### config.mk
export PLATFORM = sky130hd
export DESIGN_NAME = drs_selector
export DESIGN_NICKNAME = d
export VERILOG_FILES = /design/src/hdl/drs_pkg.sv /design/src/hdl/drs_selector.sv
export SDC_FILE = /design/constraint.sdc
export NUM_CORES = 1
export LEC_CHECK = 0
export BUFFER_PORTS_ARGS = -buffer_cell sky130_fd_sc_hd__buf_2
export CAP_MARGIN = 40
export CORE_UTILIZATION = 63
export DETAILED_ROUTE_END_ITERATION = 7
export PLACE_DENSITY = 0.85
export SETUP_SLACK_MARGIN = 0.4
export SYNTH_ARGS = -nofsm -noshare
export SYNTH_HDL_FRONTEND = slang
export SYNTH_SLANG_ARGS = --single-unit
### constraint.sdc
create_clock -name core_clk -period 5.88 [get_ports core_clk]
set_input_delay 1.176 -clock core_clk [delete_from_list [all_inputs] [get_ports core_clk]]
set_output_delay 1.176 -clock core_clk [all_outputs]
set_load 0.05 [all_outputs]
### src/hdl/drs_pkg.sv
package drs_pkg;

	// Register indices on the plain port
	localparam logic [3:0] REG_MODE   = 4'h0;
	localparam logic [3:0] REG_PRIO   = 4'h1;
	localparam logic [3:0] REG_QUAL   = 4'h2;
	localparam logic [3:0] REG_SLEW   = 4'h3;
	localparam logic [3:0] REG_STATUS = 4'h4;
	localparam logic [3:0] REG_CTRL   = 4'h5;

	localparam int ADDR_W = 4;
	localparam int DATA_W = 32;
	localparam int PRIO_W = 3;
	localparam int NUM_REF = 2;

	// Mode field encodings
	localparam logic [1:0] MODE_AUTO_REV   = 2'h0;
	localparam logic [1:0] MODE_AUTO_NREV  = 2'h1;
	localparam logic [1:0] MODE_MAN_FALLBK = 2'h2;
	localparam logic [1:0] MODE_MAN_HOLD   = 2'h3;

	// Mode, priority and slew register fields
	localparam int MODE_LSB     = 0;
	localparam int MANREF_BIT   = 2;
	localparam int MANPIN_BIT   = 3;
	localparam int PCANCEL_BIT  = 4;
	localparam int SLEWEN_BIT   = 5;
	localparam int ZDS_BIT      = 6;
	localparam int PRIO1_LSB    = 4;
	localparam int THRESH_LSB   = 0;
	localparam int INTERVAL_LSB = 16;
	localparam int FIELD16_W    = 16;

	localparam logic [PRIO_W-1:0] PRIO0_RST = 3'h1;
	localparam logic [PRIO_W-1:0] PRIO1_RST = 3'h2;
	localparam logic [15:0] QUAL_RST      = 16'h0064;
	localparam logic [15:0] THRESH_RST    = 16'h0010;
	localparam logic [15:0] INTERVAL_RST  = 16'h0064;
	localparam logic [15:0] PHASE_STEP    = 16'h0001;

	typedef enum logic [1:0] {
		DRS_FREERUN,
		DRS_HOLDOVER,
		DRS_LOCKED
	} drs_state_t;

	// Register bus request
	typedef struct packed {
		logic              wr;
		logic              rd;
		logic [ADDR_W-1:0] addr;
		logic [DATA_W-1:0] wdata;
	} drs_bus_req_t;

	// Switchover transient handling shown to the loop
	typedef struct packed {
		logic        phase_cancel;
		logic        slew_active;
		logic        fastlock;
		logic        not_hitless;
		logic [15:0] phase_step;
	} drs_xfer_t;

endpackage

### src/hdl/drs_selector.sv
module drs_selector
(
	// Clock and reset
	input  wire logic                    core_clk,
	input  wire logic                    nrst,
	// Register port
	input  wire drs_pkg::drs_bus_req_t   bus_req,
	output logic [drs_pkg::DATA_W-1:0]   bus_rdata,
	// Monitor flags per input, asynchronous
	input  wire logic [1:0]              mon_flag,
	// Manual choice pin, asynchronous
	input  wire logic                    man_pin,
	// Loop state inputs, asynchronous
	input  wire logic                    history_valid,
	input  wire logic                    dpll_locked,
	input  wire logic                    freq_locked,
	input  wire logic                    in_gap,
	input  wire logic                    pps_inputs,
	// Selection outputs
	output logic                         ref_sel,
	output logic                         ref_active,
	output logic                         holdover,
	output logic                         freerun,
	output drs_pkg::drs_xfer_t           xfer
);
	import drs_pkg::*;

	// ****************************************
	// Registers
	// ****************************************
	logic [7:0]        mode_reg;
	logic [7:0]        prio_reg;
	logic [15:0]       qual_time;
	logic [31:0]       slew_reg;
	logic              soft_reset;

	wire [1:0]  sel_mode  = mode_reg[MODE_LSB +: 2];
	wire        man_auto  = ~sel_mode[1];
	wire [PRIO_W-1:0] prio0 = prio_reg[0 +: PRIO_W];
	wire [PRIO_W-1:0] prio1 = prio_reg[PRIO1_LSB +: PRIO_W];
	wire [15:0] slew_thr  = slew_reg[THRESH_LSB +: FIELD16_W];
	wire [15:0] slew_int  = slew_reg[INTERVAL_LSB +: FIELD16_W];

	wire wr_mode = bus_req.wr && bus_req.addr == REG_MODE;
	wire wr_prio = bus_req.wr && bus_req.addr == REG_PRIO;
	wire wr_qual = bus_req.wr && bus_req.addr == REG_QUAL;
	wire wr_slew = bus_req.wr && bus_req.addr == REG_SLEW;
	wire wr_ctrl = bus_req.wr && bus_req.addr == REG_CTRL;

	always_ff @(posedge core_clk)
	begin
		if (!nrst)
		begin
			mode_reg  <= 8'h00;
			prio_reg  <= {1'b0, PRIO1_RST, 1'b0, PRIO0_RST};
			qual_time <= QUAL_RST;
			slew_reg  <= {INTERVAL_RST, THRESH_RST};
		end
		else
		begin
			if (wr_mode)
				mode_reg <= bus_req.wdata[7:0];
			if (wr_prio)
				prio_reg <= bus_req.wdata[7:0];
			if (wr_qual)
				qual_time <= bus_req.wdata[15:0];
			if (wr_slew)
				slew_reg <= bus_req.wdata;
		end
	end

	// Soft reset of the selection machine; a write pulse, self clearing
	always_ff @(posedge core_clk)
	begin
		if (!nrst)
			soft_reset <= 1'b0;
		else
			soft_reset <= wr_ctrl && bus_req.wdata[0];
	end

	// ****************************************
	// Input synchronisers
	// ****************************************
	localparam int SYNC_W = 8;
	logic [SYNC_W-1:0] sync_a;
	logic [SYNC_W-1:0] sync_b;
	wire [SYNC_W-1:0] async_in = {pps_inputs, in_gap, freq_locked,
		dpll_locked, history_valid, man_pin, mon_flag};

	always_ff @(posedge core_clk)
	begin
		if (!nrst)
		begin
			sync_a <= '0;
			sync_b <= '0;
		end
		else
		begin
			sync_a <= async_in;
			sync_b <= sync_a;
		end
	end

	wire [1:0] flag_s  = sync_b[1:0];
	wire man_pin_s     = sync_b[2];
	wire hist_s        = sync_b[3];
	wire lock_s        = sync_b[4];
	wire flock_s       = sync_b[5];
	wire gap_s         = sync_b[6];
	wire pps_s         = sync_b[7];

	// ****************************************
	// Qualification timers
	// ****************************************
	logic [15:0] qual_cnt [NUM_REF];
	logic [1:0]  ref_valid;

	genvar gi;
	generate
		for (gi = 0; gi < NUM_REF; gi++)
		begin : g_qual
			always_ff @(posedge core_clk)
			begin
				if (!nrst)
				begin
					qual_cnt[gi]  <= '0;
					ref_valid[gi] <= 1'b0;
				end
				else if (flag_s[gi])
				begin
					qual_cnt[gi]  <= '0;
					ref_valid[gi] <= 1'b0;
				end
				else if (qual_cnt[gi] >= qual_time)
					ref_valid[gi] <= 1'b1;
				else
					qual_cnt[gi] <= qual_cnt[gi] + 16'h0001;
			end
		end
	endgenerate

	// ****************************************
	// Priority decode
	// ****************************************
	// Returns {found, index}; ties go to input zero
	function automatic logic [1:0] best_ref(input logic [1:0] valid,
		input logic [PRIO_W-1:0] p0, input logic [PRIO_W-1:0] p1);
		logic ok0;
		logic ok1;
		ok0 = valid[0] && p0 != '0;
		ok1 = valid[1] && p1 != '0;
		if (ok0 && (!ok1 || p0 <= p1))
			best_ref = 2'b10;
		else if (ok1)
			best_ref = 2'b11;
		else
			best_ref = 2'b00;
	endfunction

	wire [1:0] best     = best_ref(ref_valid, prio0, prio1);
	wire best_found     = best[1];
	wire best_idx       = best[0];
	wire [PRIO_W-1:0] cur_prio = ref_sel ? prio1 : prio0;
	wire [PRIO_W-1:0] bst_prio = best_idx ? prio1 : prio0;
	// Equal priorities rank input zero first, so a tie reverts to it
	wire better_ref     = best_found && best_idx != ref_sel
		&& (bst_prio < cur_prio || cur_prio == '0
		|| (bst_prio == cur_prio && !best_idx));
	wire man_choice     = mode_reg[MANPIN_BIT] ? man_pin_s
		: mode_reg[MANREF_BIT];
	wire cur_valid      = ref_valid[ref_sel];
	wire man_valid      = ref_valid[man_choice];
	wire lost_state     = hist_s ? 1'b1 : 1'b0;

	// ****************************************
	// Selection state machine
	// ****************************************
	drs_state_t state;
	drs_state_t next_state;
	logic       next_sel;

	always_comb
	begin
		next_state = state;
		next_sel   = ref_sel;
		case (state)
			DRS_LOCKED:
			begin
				if (man_auto)
				begin
					if (!cur_valid || (sel_mode == MODE_AUTO_REV
						&& better_ref))
					begin
						if (best_found)
							next_sel = best_idx;
						else
							next_state = lost_state ? DRS_HOLDOVER
								: DRS_FREERUN;
					end
				end
				else if (man_valid)
					next_sel = man_choice;
				else if (sel_mode == MODE_MAN_FALLBK && best_found)
					next_sel = best_idx;
				else
					next_state = lost_state ? DRS_HOLDOVER
						: DRS_FREERUN;
			end
			DRS_HOLDOVER, DRS_FREERUN:
			begin
				if (!man_auto && man_valid)
				begin
					next_state = DRS_LOCKED;
					next_sel   = man_choice;
				end
				else if ((man_auto || sel_mode == MODE_MAN_FALLBK)
					&& best_found)
				begin
					next_state = DRS_LOCKED;
					next_sel   = best_idx;
				end
			end
			default:
				next_state = DRS_FREERUN;
		endcase
	end

	always_ff @(posedge core_clk)
	begin
		if (!nrst || soft_reset)
		begin
			state   <= DRS_FREERUN;
			ref_sel <= 1'b0;
		end
		else
		begin
			state   <= next_state;
			ref_sel <= next_sel;
		end
	end

	// ****************************************
	// Switchover transient control
	// ****************************************
	wire switching = state == DRS_LOCKED && next_state == DRS_LOCKED
		&& next_sel != ref_sel;
	wire acquiring = state != DRS_LOCKED && next_state == DRS_LOCKED;
	wire pcancel_en = mode_reg[PCANCEL_BIT];
	wire slew_en    = mode_reg[SLEWEN_BIT];
	wire zds_en     = mode_reg[ZDS_BIT];
	logic        ever_locked;

	// Not hitless for 1-PPS with zero delay sync or before lock, or in a gap
	wire risky = (pps_s && (zds_en || !ever_locked)) || gap_s;
	wire cancel_now = switching && pcancel_en && flock_s && !risky;
	wire slew_now = slew_en && (acquiring
		|| (switching && !flock_s));

	logic [15:0] slew_tmr;
	logic [15:0] next_step;

	// Step is bounded by the threshold every interval
	assign next_step = slew_thr < PHASE_STEP ? slew_thr : PHASE_STEP;

	always_ff @(posedge core_clk)
	begin
		if (!nrst || soft_reset)
			ever_locked <= 1'b0;
		else if (lock_s)
			ever_locked <= 1'b1;
	end

	always_ff @(posedge core_clk)
	begin
		if (!nrst)
		begin
			xfer     <= '0;
			slew_tmr <= '0;
		end
		else
		begin
			if (switching || acquiring)
			begin
				xfer.phase_cancel <= cancel_now;
				xfer.slew_active  <= slew_now;
				// Neither feature: offset passes at fast-lock rate
				xfer.fastlock     <= !cancel_now && !slew_now;
				xfer.not_hitless  <= risky && switching;
				slew_tmr          <= '0;
			end
			else if (xfer.slew_active)
			begin
				if (slew_tmr >= slew_int)
				begin
					slew_tmr        <= '0;
					xfer.phase_step <= next_step;
				end
				else
				begin
					slew_tmr        <= slew_tmr + 16'h0001;
					xfer.phase_step <= '0;
				end
				// Slew ends once the loop reports lock again
				if (lock_s)
					xfer.slew_active <= 1'b0;
			end
		end
	end

	// ****************************************
	// Status and read port
	// ****************************************
	// Gapped inputs need no selection logic here: monitors are set to ride gaps; a gap marks a switch not hitless and blocks phase cancel
	wire [DATA_W-1:0] status_word = {24'h000000, ever_locked, risky,
		ref_valid, freerun, holdover, ref_active, ref_sel};
	wire [DATA_W-1:0] rd_mux =
		bus_req.addr == REG_MODE   ? {24'h000000, mode_reg} :
		bus_req.addr == REG_PRIO   ? {24'h000000, prio_reg} :
		bus_req.addr == REG_QUAL   ? {16'h0000, qual_time} :
		bus_req.addr == REG_SLEW   ? slew_reg :
		bus_req.addr == REG_STATUS ? status_word : '0;

	always_ff @(posedge core_clk)
	begin
		if (!nrst)
		begin
			bus_rdata  <= '0;
			ref_active <= 1'b0;
			holdover   <= 1'b0;
			freerun    <= 1'b1;
		end
		else if (soft_reset)
		begin
			// Pins follow the machine back to free-run
			bus_rdata  <= bus_req.rd ? rd_mux : '0;
			ref_active <= 1'b0;
			holdover   <= 1'b0;
			freerun    <= 1'b1;
		end
		else
		begin
			bus_rdata  <= bus_req.rd ? rd_mux : '0;
			ref_active <= next_state == DRS_LOCKED;
			holdover   <= next_state == DRS_HOLDOVER;
			freerun    <= next_state == DRS_FREERUN;
		end
	end

endmodule

# [Word-level counts from Yosys, hierarchy flattened]
# Memories as Yosys holds them, arrays and structs flattened.
# Index checks and enable logic that the tools add are counted.
[totals] reg_bits=158 ram_bits=32 output_inout_bits=56 elab_cells=177 mem_count=1
[mem_list] memory="qual_cnt" words=2 width=16 rd=2 rd_clocked_by_memory_dff=0 wr=2 line="drs_selector.sv:115" rtl="logic [15:0] qual_cnt [NUM_REF];"
[classes] add_sub_neg=3 order_cmp=8 eq_ne=14 muxes=57 n_bitwise=8 reduce_logical=62
[ops] operator="16-bit 2-to-1 mux" count=8
[ops] operator="16-bit by 1-bit adder with 16-bit output, second input constant" count=3
[ops] operator="16-bit >= comparator" count=3
[ops] operator="1-bit 2-to-1 mux" count=32
[ops] operator="32-bit 2-to-1 mux" count=1
[ops] operator="1-bit logical AND" count=27
[ops] operator="8-bit 2-to-1 mux" count=3
[ops] operator="2-bit 2-to-1 mux" count=9
[ops] operator="16-bit by 1-bit < comparator with 1-bit output, second input constant" count=1
[ops] operator="1-bit logical OR" count=10
[ops] operator="2-bit OR reduction" count=5
[ops] operator="1-bit zero test" count=9
[ops] operator="4-bit by 2-bit equality test with 1-bit output, second input constant" count=2
[ops] operator="4-bit by 3-bit equality test with 1-bit output, second input constant" count=2
[ops] operator="2-bit equality test, second input constant" count=3
[ops] operator="2-bit zero test" count=3
[ops] operator="3-bit 2-to-1 mux" count=2
[ops] operator="3-bit nonzero test" count=2
[ops] operator="5-bit OR reduction" count=1
[ops] operator="2-bit by 1-bit equality test with 1-bit output, second input constant" count=2
[ops] operator="4-bit by 1-bit equality test with 1-bit output, second input constant" count=1
[ops] operator="4-bit zero test" count=1
[ops] operator="1-bit by 2-bit < comparator with 1-bit output, second input constant" count=2
[ops] operator="1-bit inverter" count=4
[ops] operator="11 further kinds" count=16

# [Logic depth before layout (Yosys ltp)]
# Gate-level depths: netlist (run 1).
[logic_depth] ltp_word=24 mapped_depth=18 ltp_nobuf=17

# [Worst setup path before layout (run 1)]
# No wires, ideal clock.
[synth_path] path_type="register to register" startpoint="reg prio_reg[0]" endpoint="reg xfer[10] (netlist bit)" setup_ns=0.116 arrival_ns=3.657 t_required_ns=5.764 setup_slack_ns=2.107 stages_incl_launch_ff=19 path_buffers=1 synth_period_minus_slack_ns=3.773 cell_sequence="dfxtp_1 -> inv_1 -> ha_1 -> nand3_1 -> o21ai_0 -> o21ai_0 -> nand2_1 -> nand2_1 -> o21ai_0 -> ha_1 -> nand3_1 -> a21boi_0 -> nor3_1 -> a311o_1 -> o21bai_1 -> o311ai_4 -> nand4_2 -> buf_6 -> and3_2"
[synth_between] elab_chain_len=20 elab_cells_between_ends=46
[synth_lines] element="from (decl)" line="drs_selector.sv:32" rtl="logic [7:0] prio_reg;"
[synth_lines] element="from (signal assigned)" line="drs_selector.sv:55" rtl="prio_reg <= {1'b0, PRIO1_RST, 1'b0, PRIO0_RST};"
[synth_lines] element="from (signal assigned)" line="drs_selector.sv:64" rtl="prio_reg <= bus_req.wdata[7:0];"
[synth_lines] element="3-bit <= comparator or 3-bit nonzero test (tied branches)" line="drs_selector.sv:152, drs_selector.sv:150"
[synth_lines] element="1-bit logical OR or 1-bit logical AND (tied branches)" line="drs_selector.sv:152, drs_selector.sv:150"
[synth_lines] element="1-bit logical AND" line="drs_selector.sv:152" rtl="if (ok0 && (!ok1 || p0 <= p1))"
[synth_lines] element="2-bit 2-to-1 mux" line="drs_selector.sv:152"
[synth_lines] element="3-bit 2-to-1 mux" line="drs_selector.sv:164" rtl="wire [PRIO_W-1:0] bst_prio = best_idx ? prio1 : prio0;"
[synth_lines] element="3-bit < comparator or 3-bit equality test (tied branches)" line="drs_selector.sv:167, drs_selector.sv:168"
[synth_lines] element="1-bit logical OR or 1-bit logical AND (tied branches)" line="drs_selector.sv:167, drs_selector.sv:168"
[synth_lines] element="1-bit logical OR" line="drs_selector.sv:168" rtl="|| (bst_prio == cur_prio && !best_idx));"
[synth_lines] element="[... 4 more ...]"
[synth_lines] element="2-bit 2-to-1 mux" line="drs_selector.sv:189" rtl="if (man_auto)"
[synth_lines] element="2-bit one-hot mux with 2 select lines" line="drs_selector.sv:186" rtl="case (state)"
[synth_lines] element="2-bit equality test" line="drs_selector.sv:245, drs_selector.sv:247"
[synth_lines] element="1-bit logical AND" line="drs_selector.sv:245" rtl="wire switching = state == DRS_LOCKED && next_state == DRS_LOCKED"
[synth_lines] element="1-bit logical AND" line="drs_selector.sv:246" rtl="&& next_sel != ref_sel;"
[synth_lines] element="1-bit logical OR (*)" line="drs_selector.sv:282" rtl="if (switching || acquiring)"
[synth_lines] element="1-bit inverter (no source line) (*)"
[synth_lines] element="2-bit AND reduction (no source line) (*)"
[synth_lines] element="to (decl)" line="drs_selector.sv:24" rtl="output drs_pkg::drs_xfer_t xfer"
# Mark *: on every way between the ends. The rest lies on a longest branch, timed or not.
# A chain may end at the register's enable or synchronous reset.

# [Worst setup path in the final report (run 1)]
[layout_path] startpoint="reg prio_reg[0]" endpoint="reg xfer[9] (netlist bit)"
# Same word-level chain as after synthesis.

==> flow_metrics.py, run 1 <==
metrics = {
    "floorplanning": {
        "die_h_um": 122,
        "die-area_um2": 15000,
        "core_area_um2": 14000,
        "num_rows": 43,
        "start_util": 0.652,
        "die_w_um": 122,
        "pin_count": 104,
    },
    "synth": {
        "seq_area_frac_synth": 0.452,
        "syn_inst": 997,
        "synth_area_leaders": "dfxtp_1, edfxtp_1, ha_1, nand2_1, mux2i_1",
        "synth_fp_nets": 1102,
        "synth_top_area_frac": 0.347,
        "synth_area_per_cell_um2": 9.14,
        "synth-seq-cells": 190,
        "synth_edf_count": 32,
        "ys_warn_count": 0,
        "yosysTopAreaCell": "dfxtp_1",
        "synth_most_common_cell": "dfxtp_1",
        "ys_types": 65,
        "synth_ff_type": "dfxtp_1",
        "synth_common_cells": "dfxtp_1, nand2_1, nor2_1, nor3_1, ha_1",
        "ys_async_sr_fraction": 0,
        "syn_area_um2": 9120,
    },
    "worst_setup_path": {
        "worstSetupPathType": "reg -> reg",
        "critical_path_arrival_ns": 4.81,
        "cp-end-kind": "flop",
        "cp-start-kind": "flop",
        "r2r.worst_path.cells": 17,
        "crit_required_ns": 6.20,
        "worstPathMaxFanout": 16,
    },
    "clock_network": {
        "ctsResizeCount": 0,
        "clockBufferDepth": 2,
        "postCtsSetupBuffers": 0,
        "cts_hold_buf": 0,
        "cts-root-buf": "clkbuf_16",
        "cts_max_level": 4,
        "clk_pin_slew_ns": 0.07,
        "numClockSinks": 190,
        "cts_tree": "yes",
        "clk_latency_ns": 0.43,
        "cts_buffers": 17,
    },
    "sta": {
        "fmax_mhz": 223,
        "hold_ws_ns": 0.431,
        "tns_ns": 0,
        "finalSetupViolations": 0,
        "maxSlewHeadroom": 0.473,
        "maxSlewViolCount": 0,
        "tightestPinTransition_ns": 0.788,
        "hold_violations": 0,
        "fin_skew_ns": 0.00981,
        "fin_crit_ns": 4.49,
        "finalCritPeriodShare": 0.764,
        "rsz0062_at_grt": "no",
    },
    "placed_design": {
        "hpwl_um": 15500,
        "dpl.cell_count": 1242,
        "gp_congestion": 0.966,
        "port_buffers": 103,
    },
    "grt": {
        "top_usage_layer": "met2",
        "grt_pass1_wl_um": 34500,
        "grt_overflow": 0,
        "grt_usage": 0.298,
        "grt_pass1_vias": 6864,
        "gr-usage-met1": 0.400,
        "antenna_found_initial": 0,
        "grt_use_met2": 0.485,
        "use_met3": 0.0553,
        "grt_max_degree": 59,
    },
    "drt": {
        "drt_iter0_drc": 654,
        "remaining_drc_errors": 0,
        "avgViaCountPerCell": 5.88,
        "wirelength_um": 21500,
        "wl_per_cell_um": 16.9,
        "vias": 7491,
        "drt_first_pass_iters": 5,
        "antenna_left": 0,
    },
    "run_status": {
        "status": "finished clean",
    },
    "power": {
        "peakVddDrop_uv": 261,
        "leakagePower_nw": 4.25,
        "power.density_nw_per_um2": 367,
    },
    "run": {
        "maxCapViolations": 0,
    },
    "final_layout": {
        "drive_above_1_share": 0.167,
        "final_cells": 1275,
        "final_nets": 1186,
        "area_growth_syn_to_layout_pct": 13.6,
    },
    "hold_path": {
        "hold_depth": 1,
        "min-delay-path-class": "reg -> reg",
    },
}
==> placed cells by master (no fill, tap or decap), types with 14 or more instances in the layout <==
cell,synthesis,routed
a21o_1,14,14
and2_1,17,17
buf_2,1,103
clkbuf_16,0,18
mux2i_1,39,39
xor2_1,20,20
nor2_1,73,72
nand2_1,145,145
inv_1,49,49
nor3_1,60,59
o21ai_0,28,28
a211oi_1,22,22
ha_1,57,57
a21oi_1,56,56
nand3_1,22,22
dfxtp_1,158,158
xnor2_1,23,23
edfxtp_1,32,32
==> where the power goes <==
group | total [W] | switching, W | leakage [nW] | internal [W]
logic | 0.000998 | 0.000627 | 2.30 | 0.000371
registers | 0.00163 | 0.000148 | 1.64 | 0.00148
clock network | 0.00118 | 0.000482 | 0.311 | 0.000694
==> layout make-up <==
class | instances | area, um^2
antenna | 1 | 2.50
clock buffer | 22 | 505
clock inverter | 10 | 108
fill | 1025 | 3630
inverter | 49 | 184
multi-input combinational | 712 | 4630
sequential | 190 | 4120
tap | 180 | 225
timing repair buffer | 111 | 579
==> metal layers <==
layer  wire, um  share of wire
met4        356          0.017
met3       1060          0.049
met2      10300           0.48
met5          0              0
met1       9820           0.46
==> critical path: stages (launching register included) <==
cell and delay (ns):
dfxtp_1 0.49, inv_1 0.12, ha_1 0.31, nand3_1 0.08, o21ai_0 0.12, o21ai_0 0.36
nand2_1 0.27, nand2_1 0.11, o21ai_0 0.08, ha_1 0.34, nand3_1 0.13, a21boi_0 0.10
nor3_1 0.21, a311o_1 0.22, o21bai_1 0.20, o311ai_4 0.47, nand4_2 0.40, and3_2 0.37
==> kinds of logic (layout without fill, tap and decap cells) <==
kind of cell	count (synthesis)	in the layout	share of synthesized area
buf+inv	95	192	0.0410
simple gates	393	393	0.205
other cells	0	1	0
xor+xnor	43	43	0.0413
mux	46	46	0.0515
fa+ha+maj	57	57	0.0782
compound gates	173	173	0.131
flops	190	190	0.452
==> worst paths after layout <==
path / startpoint / endpoint / slack (ns)
max: prio_reg[0] / xfer[9] / 1.39
min: sync_a[5] / sync_b[5] / 0.43
max reg2reg: prio_reg[0] / xfer[9] / 1.39
min reg2reg: sync_a[5] / sync_b[5] / 0.43
==> metrics by stage <==
step | worst slack, ns | utilization | area [um^2] | total power [W]
after floorplan | 2.11 | - | 9120 | 0.00238
after global placement | 1.66 | 0.695 | 9720 | 0.00260
after detailed placement | 1.57 | 0.697 | 9740 | 0.00263
after CTS | 1.50 | 0.740 | 10400 | 0.00379
after global routing | 1.13 | 0.740 | 10400 | 0.00399
final | 1.39 | 0.741 | 10400 | 0.00380
Power figures use the tool's default switching activity.
==> run 2: changes to the inputs <==
CORE_UTILIZATION = 53   (was 63)
PLACE_DENSITY = 0.76   (was 0.85)
clock period = 3.9 ns   (was 5.88 ns; I/O delays follow)
==> flow_metrics.py, run 2 (synthesis results as in run 1) <==
metrics = {
    "worst_setup_path": {
        "critical_path_arrival_ns": 3.71,
        "crit_start": "prio_reg[5]",
        "worstSetupPathType": "reg -> reg",
        "worstPathMaxFanout": 8,
        "cp-end-kind": "flop",
        "r2r-start": "prio_reg[5]",
        "cp-start-kind": "flop",
        "crit_required_ns": 4.25,
    },
    "placed_design": {
        "gp_congestion": 0.934,
        "hpwl_um": 16100,
        "dpl.cell_count": 1289,
        "port_buffers": 103,
    },
    "power": {
        "power.density_nw_per_um2": 550,
        "peakVddDrop_uv": 317,
        "leakagePower_nw": 4.37,
    },
    "grt": {
        "grt_pass1_wl_um": 36900,
        "antenna_found_initial": 0,
        "grt_overflow": 0,
        "grt_max_degree": 59,
        "grt_pass1_vias": 7270,
        "grt_usage": 0.264,
    },
    "sta": {
        "maxSlewHeadroom": 0.456,
        "fmax_mhz": 298,
        "fin_skew_ns": 0.0109,
        "rsz0062_at_grt": "yes",
        "finalCritPeriodShare": 0.861,
        "tightestPinTransition_ns": 0.815,
        "hold_violations": 0,
        "tns_ns": 0,
        "maxSlewViolCount": 0,
        "fin_crit_ns": 3.36,
        "finalSetupViolations": 0,
    },
    "final_layout": {
        "final_cells": 1338,
        "drive_above_1_share": 0.214,
        "final_core_util": 0.647,
        "layout_common_cells": "dfxtp_1, nand2_1, buf_2",
        "final_nets": 1210,
        "antenna_cells": 0,
        "final_common_cell": "dfxtp_1",
        "area_growth_syn_to_layout_pct": 18.5,
    },
    "floorplanning": {
        "die_w_um": 133,
        "die-area_um2": 17700,
        "pin_count": 104,
        "num_rows": 47,
        "core_area_um2": 16700,
        "start_util": 0.546,
        "die_h_um": 133,
    },
    "clock_network": {
        "cts_tree": "yes",
        "cts_buffers": 17,
        "cts_max_level": 4,
        "clockBufferDepth": 2,
        "clk_pin_slew_ns": 0.07,
        "clk_latency_ns": 0.43,
        "numClockSinks": 190,
        "cts-root-buf": "clkbuf_16",
    },
    "drt": {
        "remaining_drc_errors": 0,
        "vias": 7634,
        "wirelength_um": 22900,
        "drt_first_pass_iters": 5,
        "antenna_left": 0,
        "drt_iter0_drc": 512,
        "avgViaCountPerCell": 5.71,
        "wl_per_cell_um": 17.1,
    },
    "run_status": {
        "status": "finished clean",
    },
    "hold_path": {
        "min_from": "sync_a[3]",
        "min-delay-path-class": "reg -> reg",
    },
    "run": {
        "maxCapViolations": 0,
    },
}
[run 2: worst paths after layout]
path	endpoint	slack (ns)	depth (start not counted)
max	slew_tmr[13]	0.54	16
min	sync_b[3]	0.44	1
max reg2reg	slew_tmr[13]	0.54	16
min reg2reg	sync_b[3]	0.44	1
[run 2: per-layer routing]
metal / GRT usage / share of wire
met1: 0.344 / 0.44
met5: 0 / 0
met4: 0.104 / 0.024
met3: 0.0483 / 0.060
met2: 0.432 / 0.48
[run 2: worst max-delay path: stages, from the launching register on]
cell and delay (ns):
dfxtp_4 0.37, inv_4 0.04, ha_4 0.22, a211oi_4 0.25, o21ai_2 0.10, nand2_2 0.13, mux2i_1 0.21, ha_1 0.26
nand3_2 0.10, a21boi_1 0.07, nor3_1 0.18, a311o_1 0.26, o21bai_4 0.11, o311ai_4 0.34, buf_6 0.20, nand4_4 0.17
nor3_1 0.25
[run 2: layout make-up]
cell class / instances / area (um^2)
Tap cell: 220 / 275
Timing Repair Buffer: 134 / 764
Multi-Input combinational cell: 713 / 4810
Fill cell: 1385 / 5900
Sequential cell: 190 / 4150
Inverter: 49 / 189
Clock buffer: 22 / 495
Clock inverter: 10 / 124
[run 2: per-stage QoR]
| step | total power [W] | instance area, um^2 | setup WS, ns | hold WS, ns |
|---|---|---|---|---|
| finish | 0.00594 | 10800 | 0.542 | 0.436 |
| global route | 0.00621 | 10800 | 0.372 | 0.457 |
| CTS | 0.00591 | 10600 | 0.398 | 0.441 |
| detailed placement | 0.00404 | 9870 | 0.0934 | 0.424 |
| global placement | 0.00401 | 9870 | 0.256 | 0.418 |
| floorplan | 0.00361 | 9150 | 0.429 | 0.412 |
[run 2: repair_timing]
item,in CTS,in global routing
resized for setup,9,29
pin swaps,8,24
hold buffers,0,0
setup buffers,5,11
setup endpoints to repair,35,37
gates cloned,1,0
[run 2: where the power goes]
group          switching (W)  internal (W)
registers           0.000226       0.00222
clock network       0.000759       0.00104
logic                0.00104      0.000647
